===== src/logic/prescaler_pkg.sv =====
// shared constants and types for the five/six prescaler
package prescaler_pkg;
   // three state stages, first stage is bit 2
   typedef logic [2:0] stage_t;

   // count sequence in divide-by-six order, L=0 H=1
   localparam stage_t SEQ_STEP1 = 3'h3; // L H H
   localparam stage_t SEQ_STEP2 = 3'h1; // L L H
   localparam stage_t SEQ_STEP3 = 3'h0; // L L L
   localparam stage_t SEQ_STEP4 = 3'h4; // H L L
   localparam stage_t SEQ_STEP5 = 3'h6; // H H L
   localparam stage_t SEQ_EXTRA = 3'h7; // H H H, the extra state
   localparam stage_t SEQ_START = SEQ_STEP1;

   // stage bit positions
   localparam int STAGE_FIRST_BIT  = 2;
   localparam int STAGE_SECOND_BIT = 1;
   localparam int STAGE_THIRD_BIT  = 0;

   // moduli
   localparam int DIV_FIVE = 5;
   localparam int DIV_SIX  = 6;

   // ratio-select pair as carried between modules
   typedef struct packed {
      logic sel_a;
      logic sel_b;
   } ratio_sel_t;

   // divided output pair
   typedef struct packed {
      logic true_out;
      logic inv_out;
   } div_out_t;

   // modulus choice
   typedef enum logic {MOD_SIX, MOD_FIVE} modulus_t;
endpackage


===== src/logic/dual_modulus_prescaler_5_6.sv =====
// dual modulus divide by five or six counter
// Behaviour
// [RULE1] divide by five if either select high
// [RULE2] divide by six when both selects low
// [RULE3] six states, extra all-high state skipped under five
// [RULE4] true and inverted divided outputs
// [RULE5] fixed five: feed inverted output back
// [RULE6] undriven selects read low, six; the code has no pull-down, only reset loads six
// [RULE7] controller updates selects within about 13ns
// [RULE8] cascaded ten/twelve loop allows about 33ns
// [RULE9] sample selects once before extra state
`timescale 1ns/1ps
module dual_modulus_prescaler_5_6 (
   // clock and reset, i_clk_sys is the count clock input
   input  wire logic                      i_clk_sys,
   input  wire logic                      i_rst,
   // ratio selects, tie low when unused
   input  wire prescaler_pkg::ratio_sel_t i_ratio_sel,
   // divided outputs
   output prescaler_pkg::div_out_t        o_div,
   output prescaler_pkg::stage_t          o_stage
);
   import prescaler_pkg::*;

   typedef enum {ST_S1, ST_S2, ST_S3, ST_S4, ST_S5, ST_EXTRA} seq_state_t;

   seq_state_t state;
   seq_state_t next_state;
   stage_t     stage;
   stage_t     next_stage;
   div_out_t   div;
   modulus_t   modulus;
   wire        sample_pt;

   // stage pattern for each sequence state
   function automatic stage_t stage_of(input seq_state_t s);
      case (s)
         ST_S1:    stage_of = SEQ_STEP1;
         ST_S2:    stage_of = SEQ_STEP2;
         ST_S3:    stage_of = SEQ_STEP3;
         ST_S4:    stage_of = SEQ_STEP4;
         ST_S5:    stage_of = SEQ_STEP5;
         ST_EXTRA: stage_of = SEQ_EXTRA;
         default:  stage_of = SEQ_START;
      endcase
   endfunction

   // sample at step four, so the choice governs the step after step five
   assign sample_pt = (state == ST_S4); // RULE9

   ratio_sampler ratio_sampler_inst (
      .i_clk_sys (i_clk_sys),
      .i_rst     (i_rst),
      .i_sample  (sample_pt),
      .i_sel     (i_ratio_sel),
      .o_modulus (modulus)
   );

   // next state; five skips the extra state
   always_comb begin
      case (state)
         ST_S1:    next_state = ST_S2; // RULE3
         ST_S2:    next_state = ST_S3;
         ST_S3:    next_state = ST_S4;
         ST_S4:    next_state = ST_S5;
         ST_S5:    next_state = (modulus == MOD_FIVE) ? ST_S1 : ST_EXTRA; // RULE1 RULE2
         ST_EXTRA: next_state = ST_S1;
         default:  next_state = ST_S1;
      endcase
   end

   assign next_stage = stage_of(next_state);

   // state register; no documented reset, a start point is still needed
   always_ff @(posedge i_clk_sys or posedge i_rst) begin
      if (i_rst) begin
         state <= ST_S1;
         stage <= SEQ_START;
      end else begin
         state <= next_state;
         stage <= next_stage;
      end
   end

   // outputs from the first stage, registered for a clean edge
   always_ff @(posedge i_clk_sys or posedge i_rst) begin
      if (i_rst) begin
         div.true_out <= SEQ_START[STAGE_FIRST_BIT];
         div.inv_out  <= ~SEQ_START[STAGE_FIRST_BIT];
      end else begin
         div.true_out <= next_stage[STAGE_FIRST_BIT]; // RULE4
         div.inv_out  <= ~next_stage[STAGE_FIRST_BIT]; // RULE4
      end
   end

   assign o_div   = div;
   assign o_stage = stage;

   // checks; the first stage is high from step four to the end of a cycle, three steps under six, two under five
   wire high_half;
   int  run_len;

   assign high_half = (state == ST_S4) | (state == ST_S5) | (state == ST_EXTRA); // RULE4
   always_ff @(posedge i_clk_sys or posedge i_rst) begin
      if (i_rst) begin
         run_len <= 0;
      end else if (state == ST_S1) begin
         run_len <= 1;
      end else begin
         run_len <= run_len + 1;
      end
   end

   property p_order_s1;
      @(posedge i_clk_sys) disable iff (i_rst) state == ST_S1 |=> state == ST_S2;
   endproperty
   a_order_s1: assert property (p_order_s1) else $error("s1 not followed by s2"); // RULE3

   property p_stage_patterns;
      @(posedge i_clk_sys) disable iff (i_rst)
         state == ST_S2 |-> stage == SEQ_STEP2 ##1 stage == SEQ_STEP3 ##1 stage == SEQ_STEP4;
   endproperty
   a_stage_patterns: assert property (p_stage_patterns) else $error("stage pattern wrong"); // RULE3

   property p_five;
      @(posedge i_clk_sys) disable iff (i_rst)
         state == ST_S5 && modulus == MOD_FIVE |=> state == ST_S1;
   endproperty
   a_five: assert property (p_five) else $error("five did not skip extra"); // RULE1

   property p_six;
      @(posedge i_clk_sys) disable iff (i_rst)
         state == ST_S5 && modulus == MOD_SIX |=> state == ST_EXTRA ##1 state == ST_S1;
   endproperty
   a_six: assert property (p_six) else $error("six did not use extra"); // RULE2

   property p_sel_five;
      @(posedge i_clk_sys) disable iff (i_rst)
         state == ST_S4 && (i_ratio_sel.sel_a || i_ratio_sel.sel_b) |=> ##1 state == ST_S1;
   endproperty
   a_sel_five: assert property (p_sel_five) else $error("high select gave no five"); // RULE9

   property p_sel_six;
      @(posedge i_clk_sys) disable iff (i_rst)
         state == ST_S4 && !i_ratio_sel.sel_a && !i_ratio_sel.sel_b |=> ##1 state == ST_EXTRA;
   endproperty
   a_sel_six: assert property (p_sel_six) else $error("low selects gave no six"); // RULE6

   property p_complement;
      @(posedge i_clk_sys) disable iff (i_rst) o_div.inv_out == !o_div.true_out;
   endproperty
   a_complement: assert property (p_complement) else $error("outputs not complementary"); // RULE4

   property p_out_tracks;
      @(posedge i_clk_sys) disable iff (i_rst) o_div.true_out == stage[STAGE_FIRST_BIT];
   endproperty
   a_out_tracks: assert property (p_out_tracks) else $error("output not first stage"); // RULE4

   property p_cycle_len;
      @(posedge i_clk_sys) disable iff (i_rst)
         state == ST_S1 && $past(state) != ST_S1 && run_len != 0 |-> run_len inside {DIV_FIVE, DIV_SIX};
   endproperty
   a_cycle_len: assert property (p_cycle_len) else $error("cycle length not five or six"); // RULE1

   property p_cycle_exact;
      @(posedge i_clk_sys) disable iff (i_rst)
         state == ST_S1 && run_len != 0 |-> run_len == ((modulus == MOD_FIVE) ? DIV_FIVE : DIV_SIX);
   endproperty
   a_cycle_exact: assert property (p_cycle_exact) else $error("cycle length not the sampled modulus"); // RULE1 RULE2

   property p_run_bound;
      @(posedge i_clk_sys) disable iff (i_rst)
         run_len <= DIV_SIX;
   endproperty
   a_run_bound: assert property (p_run_bound) else $error("cycle longer than six"); // RULE2

   property p_extra_exit;
      @(posedge i_clk_sys) disable iff (i_rst)
         state == ST_EXTRA |=> state == ST_S1;
   endproperty
   a_extra_exit: assert property (p_extra_exit) else $error("extra state not followed by s1"); // RULE3

   property p_stage_state;
      @(posedge i_clk_sys) disable iff (i_rst)
         stage == stage_of(state);
   endproperty
   a_stage_state: assert property (p_stage_state) else $error("stage pattern does not match state"); // RULE3

   property p_extra_only_six;
      @(posedge i_clk_sys) disable iff (i_rst)
         state == ST_EXTRA |-> modulus == MOD_SIX;
   endproperty
   a_extra_only_six: assert property (p_extra_only_six) else $error("extra state entered under five"); // RULE2

   property p_high_half;
      @(posedge i_clk_sys) disable iff (i_rst)
         o_div.true_out == high_half;
   endproperty
   a_high_half: assert property (p_high_half) else $error("true output not high in last steps"); // RULE4

   property p_inv_half;
      @(posedge i_clk_sys) disable iff (i_rst)
         o_div.inv_out == !high_half;
   endproperty
   a_inv_half: assert property (p_inv_half) else $error("inverted output not low in last steps"); // RULE4

   property p_modulus_hold;
      @(posedge i_clk_sys) disable iff (i_rst)
         !sample_pt |=> $stable(modulus);
   endproperty
   a_modulus_hold: assert property (p_modulus_hold) else $error("modulus changed off the sample point"); // RULE9

   property p_sample_once;
      @(posedge i_clk_sys) disable iff (i_rst)
         sample_pt |=> !sample_pt;
   endproperty
   a_sample_once: assert property (p_sample_once) else $error("sample point held for two cycles"); // RULE9

   property p_sel_ignored;
      @(posedge i_clk_sys) disable iff (i_rst)
         state == ST_S5 && modulus == MOD_SIX && (i_ratio_sel.sel_a || i_ratio_sel.sel_b) |=> state == ST_EXTRA;
   endproperty
   a_sel_ignored: assert property (p_sel_ignored) else $error("late select shortened the cycle"); // RULE9
endmodule // dual_modulus_prescaler_5_6


===== src/logic/ratio_sampler.sv =====
// samples the ratio-select pair once per output cycle
`timescale 1ns/1ps
module ratio_sampler (
   // clock and reset
   input  wire logic                      i_clk_sys,
   input  wire logic                      i_rst,
   // control
   input  wire logic                      i_sample,
   input  wire prescaler_pkg::ratio_sel_t i_sel,
   // result
   output prescaler_pkg::modulus_t        o_modulus
);
   import prescaler_pkg::*;

   modulus_t modulus;
   wire      sel_five;

   // either input high picks five, both low picks six
   assign sel_five = i_sel.sel_a | i_sel.sel_b; // RULE1 RULE2

   // latch only at the sample point so mid-cycle changes cannot shorten a cycle
   always_ff @(posedge i_clk_sys or posedge i_rst) begin
      if (i_rst) begin
         modulus <= MOD_SIX; // RULE6
      end else if (i_sample) begin
         modulus <= sel_five ? MOD_FIVE : MOD_SIX; // RULE9
      end
   end

   assign o_modulus = modulus;
endmodule // ratio_sampler


===== config.mk =====
export PLATFORM = sky130hd
export DESIGN_NAME = dual_modulus_prescaler_5_6
export DESIGN_NICKNAME = d
export VERILOG_FILES = /design/src/logic/prescaler_pkg.sv /design/src/logic/dual_modulus_prescaler_5_6.sv /design/src/logic/ratio_sampler.sv
export SDC_FILE = /design/constraint.sdc
export NUM_CORES = 1
export LEC_CHECK = 0
export BUFFER_PORTS_ARGS = -buffer_cell sky130_fd_sc_hd__buf_2
export CAP_MARGIN = 20
export CELL_PAD_IN_SITES_DETAIL_PLACEMENT = 1
export CELL_PAD_IN_SITES_GLOBAL_PLACEMENT = 1
export CORE_AREA = 2 2 39 41
export DETAILED_ROUTE_END_ITERATION = 12
export DIE_AREA = 0 0 41 43
export PLACE_DENSITY_LB_ADDON = 0.1
export SLEW_MARGIN = 20
export SYNTH_ARGS = -nofsm -noshare
export SYNTH_HDL_FRONTEND = slang
export SYNTH_SLANG_ARGS = --single-unit

===== constraint.sdc =====
create_clock -name i_clk_sys -period 3.13 [get_ports i_clk_sys]
set_input_delay 0.313 -clock i_clk_sys [delete_from_list [all_inputs] [get_ports i_clk_sys]]
set_output_delay 0.313 -clock i_clk_sys [all_outputs]
set_load 0.005 [all_outputs]

### After elaboration in Yosys (flattened, before gate mapping)

Index checks and enable logic that the tools add are counted.

* bits in registers: 38
* latch bits: 0
* bits in writable memories: 0
* bits in read-only memories: 0
* bits of input ports: 4
* output and inout port bits: 5
* memories: 0

* $add $sub $neg: 0
* multipliers: 0
* divide/modulo/power cells: 0
* magnitude comparators: 0
* equality and inequality tests: 10
* shifts and indexed selects: 0
* mux-type cells: 4
* bitwise logic cells: 2
* reductions and logical operators: 1

Operators by type and width (count)
* == test 32 x 2 -> 1 bit, second input constant: 4
* == test 32 x 3 -> 1 bit, second input constant: 4
* == test 32 x 1 -> 1 bit, second input constant: 2
* logical NOT 32 bit: 1
* one-hot mux 3 bit (5 select lines): 2
* 2-to-1 mux 3 bit: 1
* 2-to-1 mux 1 bit: 1
* inverter 1 bit: 1
* OR 1 bit: 1

### Logic depth before layout (Yosys ltp)

* depth in word-level cells: 5
* depth in mapped cells: 3

### Modules after synthesis

A second synthesis with hierarchy kept.

* cell total of the unflattened synthesis: 28
* area total of the unflattened synthesis: 306.5 µm²

By module, submodules not included
* dual_modulus_prescaler_5_6: times used 1, cells each 23, area an instance 265.3 µm²
* ratio_sampler: times used 1, cells each 5, area an instance 41.3 µm²

### Worst setup path before layout

No wires, ideal clock.

* path type: register to register
* start point: register state[1]
* end point: register div, in the netlist o_div[0]
* library setup time: 85 ps
* arrival time: 1133 ps
* required time: 3045 ps
* setup slack: 1912 ps
* cell stages (with the launch flop): 4
* path buffers: 1
* period minus slack after synthesis: 1218 ps
* cells stage by stage: dfrtp_1 buf_6 or4b_4 a21boi_0

* word-level cells in the longest chain between the ends: 5
* elaborated cells on any way between the ends: 13
* classes of those cells: 9 x eq/ne; 2 x mux; 1 x bitwise; 1 x reduce/logical

RTL lines
* from (decl): RTL line dual_modulus_prescaler_5_6.sv:27 `seq_state_t state;`
* from (signal assigned): RTL line dual_modulus_prescaler_5_6.sv:80 `state <= next_state;`
* == test 32 x 3 -> 1 bit (tied with other cells): RTL line dual_modulus_prescaler_5_6.sv:61 `case (state)`
* one-hot mux 3 bit (5 select lines) (*): RTL line dual_modulus_prescaler_5_6.sv:61
* == test 32 x 3 -> 1 bit (tied with other cells): RTL line dual_modulus_prescaler_5_6.sv:37 `case (s)`
* one-hot mux 3 bit (5 select lines) (*): RTL line dual_modulus_prescaler_5_6.sv:37
* inverter 1 bit (*): RTL line dual_modulus_prescaler_5_6.sv:92 `div.inv_out <= ~next_stage[STAGE_FIRST_BIT];`
* to (decl): RTL line dual_modulus_prescaler_5_6.sv:31 `div_out_t div;`

Mark *: on every way between the ends. The rest lies on a longest branch, timed or not.
A chain may end at the register's enable or synchronous reset.

### Worst setup path in the final report

Same ends and word-level chain as after synthesis.

==> metrics.yaml <==
route:
  wl_per_cell_um: 9.95
  drt-total-wl_um: 547
  route.antenna.remaining_nets: 0
  vias: 221
  post_drt_via_cell_ratio: 4.02
  detail_route.first_pass.iterations: 2
  detailedRoute.firstIterationViolations: 3
  drcViolationCount: 0
power_and_ir_drop:
  vdd_ir_drop_max_v: 0.000296
  p_per_area_nw_per_um2: 1020
  power.leakage_uw: 0.000206
floorplanning:
  fp.dieArea_um2: 1760
  initial_core_util_pct: 23.5
  fp.dieW_um: 41
  rows: 14
  floorplan.io_pins: 9
  die_h_um: 43
  placeableCoreArea_um2: 1380
setup_path:
  worst-setup-path-type: "flop to flop"
  critPathLaunch: "state[1]"
  reg2reg_from: "state[1]"
  worst-path-max-fanout: 8
  required_ps: 3310
  worstPathArrival_ps: 1420
  endpoint_kind: "flop"
  startpoint_type: "flop"
yosys:
  synth_sequential_area_ratio_pct: 62.7
  synth_area_um2: 325
  synthDistinctLibCells: 14
  synthesis.nets: 32
  syn-instance-count: 28
  postSynthRegisterBits: 8
  yosys_warnings: 0
  avgSynthCellArea_um2: 11.6
sta:
  fin_tns_setup_ps: 0
  final.setup_skew_ps: 4.97
  final_period_minus_worst_setup_slack_ps: 1250
  slew_viol_final: 0
  final.period_utilization_pct: 39.8
  final-setup-viol-count: 0
  finalHoldViolCount: 0
  timing.hold.ws_ps: 326
  rsz_0062_raised_after_global_routing: "no"
  tightestPinTransition_ps: 301
  timing.max_slew.rel_slack_pct: 79.9
  maxClockFrequency_mhz: 803
clock_tree:
  clk-insertion-delay-late_ps: 260
  cts.repair.resized: 0
  cts_tree: "built"
  clock-sinks: 8
  cts.path.max_buffers: 2
  cts.clk_slew.worst_paths_ps: 60
  cts-root-buf: "sky130_fd_sc_hd__clkbuf_4"
  ctsHtreeMaxLevel: 1
  cts-buffers-inserted: 3
placed_design:
  placement.io_buffers: 8
  place.gp.congestion: 0.651
  dp_hpwl_um: 420
cells_and_area:
  multi_input_area_um2: 87.6
  seq_area_um2: 204
  insertedDiodeCount: 0
  drive_above_1_share_pct: 38.5
  n_fill_cell: 166
  fin_nets: 44
  syn_to_final_growth_pct: 23.8
worst_hold_path:
  hold_path_class: "primary input to flop"
  hold_path.startpoint: "i_ratio_sel[1]"
run_status:
  outcome: "finished clean"
flow_run:
  max_cap_violations: 0
global_route:
  maximum_number_of_pins_on_one_net_before_global_route_repair: 9
  grt_antenna_before_repair: 0
  via_count_of_the_first_global_routing_pass: 214
  overflow: 0
  track_usage_pct: 9.04
  grt_pass1_wl_um: 903
[synthesized netlist by cell type]
cell                       n  area, µm²
sky130_fd_sc_hd__a21boi_0  1       7.51
sky130_fd_sc_hd__buf_4     1       7.51
sky130_fd_sc_hd__buf_6     1       11.3
sky130_fd_sc_hd__dfrtp_1   5        125
sky130_fd_sc_hd__dfstp_2   3       78.8
sky130_fd_sc_hd__inv_1     4       15.0
sky130_fd_sc_hd__mux2i_1   1       10.0
sky130_fd_sc_hd__nand2_1   3       11.3
sky130_fd_sc_hd__nand3b_1  1       7.51
sky130_fd_sc_hd__nor2_1    3       11.3
sky130_fd_sc_hd__o21a_1    1       7.51
sky130_fd_sc_hd__o21ai_0   2       10.0
sky130_fd_sc_hd__or4b_4    1       13.8
sky130_fd_sc_hd__xnor2_1   1       8.76
[path summary, 6_finish.rpt]
kind | end | slack [ps] | depth (start not counted)
worst max-delay path | o_div[0] | 1880 | 2
worst min-delay path | ratio_sampler_inst.o_modulus | 330 | 3
worst max register to register | o_div[0] | 1880 | 2
worst min register to register | state[1] | 530 | 1
max in group asynchronous | o_stage[0] | 2300 | 3
min in group asynchronous | o_div[1] | 540 | 3
[registers in the layout, indices dropped and copies added, names as in the netlist]
| signal | count |
|---|---|
| state | 3 |
| o_stage | 2 |
| ratio_sampler_inst.o_modulus | 1 |
| o_div | 2 |
[where the power goes]
part	switching, µW	internal (µW)
combinational	52.9	61.9
clock	36.3	48.8
sequential	43.9	169
total	133	279
[critical path, cell delays in order (launching register included)]
cell and delay (ps):
sky130_fd_sc_hd__dfrtp_1 460, sky130_fd_sc_hd__or4b_4 570, sky130_fd_sc_hd__a21boi_0 140
[layout make-up]
| class | count | area share [%] |
|---|---|---|
| Sequential cell | 8 | 50.6 |
| Multi-Input combinational cell | 14 | 21.7 |
| Timing Repair Buffer | 9 | 12.4 |
| Clock buffer | 4 | 6.52 |
| Tap cell | 16 | 4.97 |
| Inverter | 4 | 3.73 |
[placed cells by master (no fill, tap or decap)]
cell type / synthesis / layout
sky130_fd_sc_hd__a21boi_0: 1 / 1
sky130_fd_sc_hd__buf_2: 0 / 8
sky130_fd_sc_hd__clkbuf_1: 0 / 1
sky130_fd_sc_hd__clkbuf_4: 0 / 3
sky130_fd_sc_hd__dfrtp_1: 5 / 5
sky130_fd_sc_hd__dfstp_2: 3 / 3
sky130_fd_sc_hd__dlygate4sd3_1: 0 / 1
sky130_fd_sc_hd__inv_1: 4 / 4
sky130_fd_sc_hd__mux2i_1: 1 / 1
sky130_fd_sc_hd__nand2_1: 3 / 3
sky130_fd_sc_hd__nand3b_1: 1 / 1
sky130_fd_sc_hd__nor2_1: 3 / 3
sky130_fd_sc_hd__o21a_1: 1 / 1
sky130_fd_sc_hd__o21ai_0: 2 / 2
sky130_fd_sc_hd__or4b_4: 1 / 1
sky130_fd_sc_hd__xnor2_1: 1 / 1
[cells by family (layout without fill, tap and decap cells)]
family                 count (synthesis)  count (layout)  share of synthesized area, %
AND/OR/NAND/NOR                        8               8                          13.5
buffers and inverters                  6              17                          10.4
XOR/XNOR                               1               1                          2.69
flip-flops                             8               8                          62.7
multiplexers                           1               1                          3.08
AO/OA/AOI/OAI                          4               4                          7.69
[through the flow]
stage                     cell area [µm²]  setup WS, ps  power [µW]  utilization, %  cells
final                                 403          1880         412            29.1     55
after CTS                             403          1890         421            29.1     55
after detailed placement              367          1890         332            26.5     50
after global placement                367          1910         333            26.5     50
after global routing                  403          1850         455            29.1     55
after floorplan                       325          1910         302               -     28
[layer usage]
layer,GRT usage [%],wire (µm),vias up
li1,-,-,108
met1,10.3,238,98
met2,9.69,212,11
met3,4.71,62,4
met4,12.0,34,0
met5,0,0,-
[what timing repair did]
action | 4_1_cts | 5_1_grt
setup buffers | 0 | 0
endpoints found under the hold margin | 3 | 0
hold buffers | 1 | 0
No activity file was read; power rests on OpenSTA's default activity.
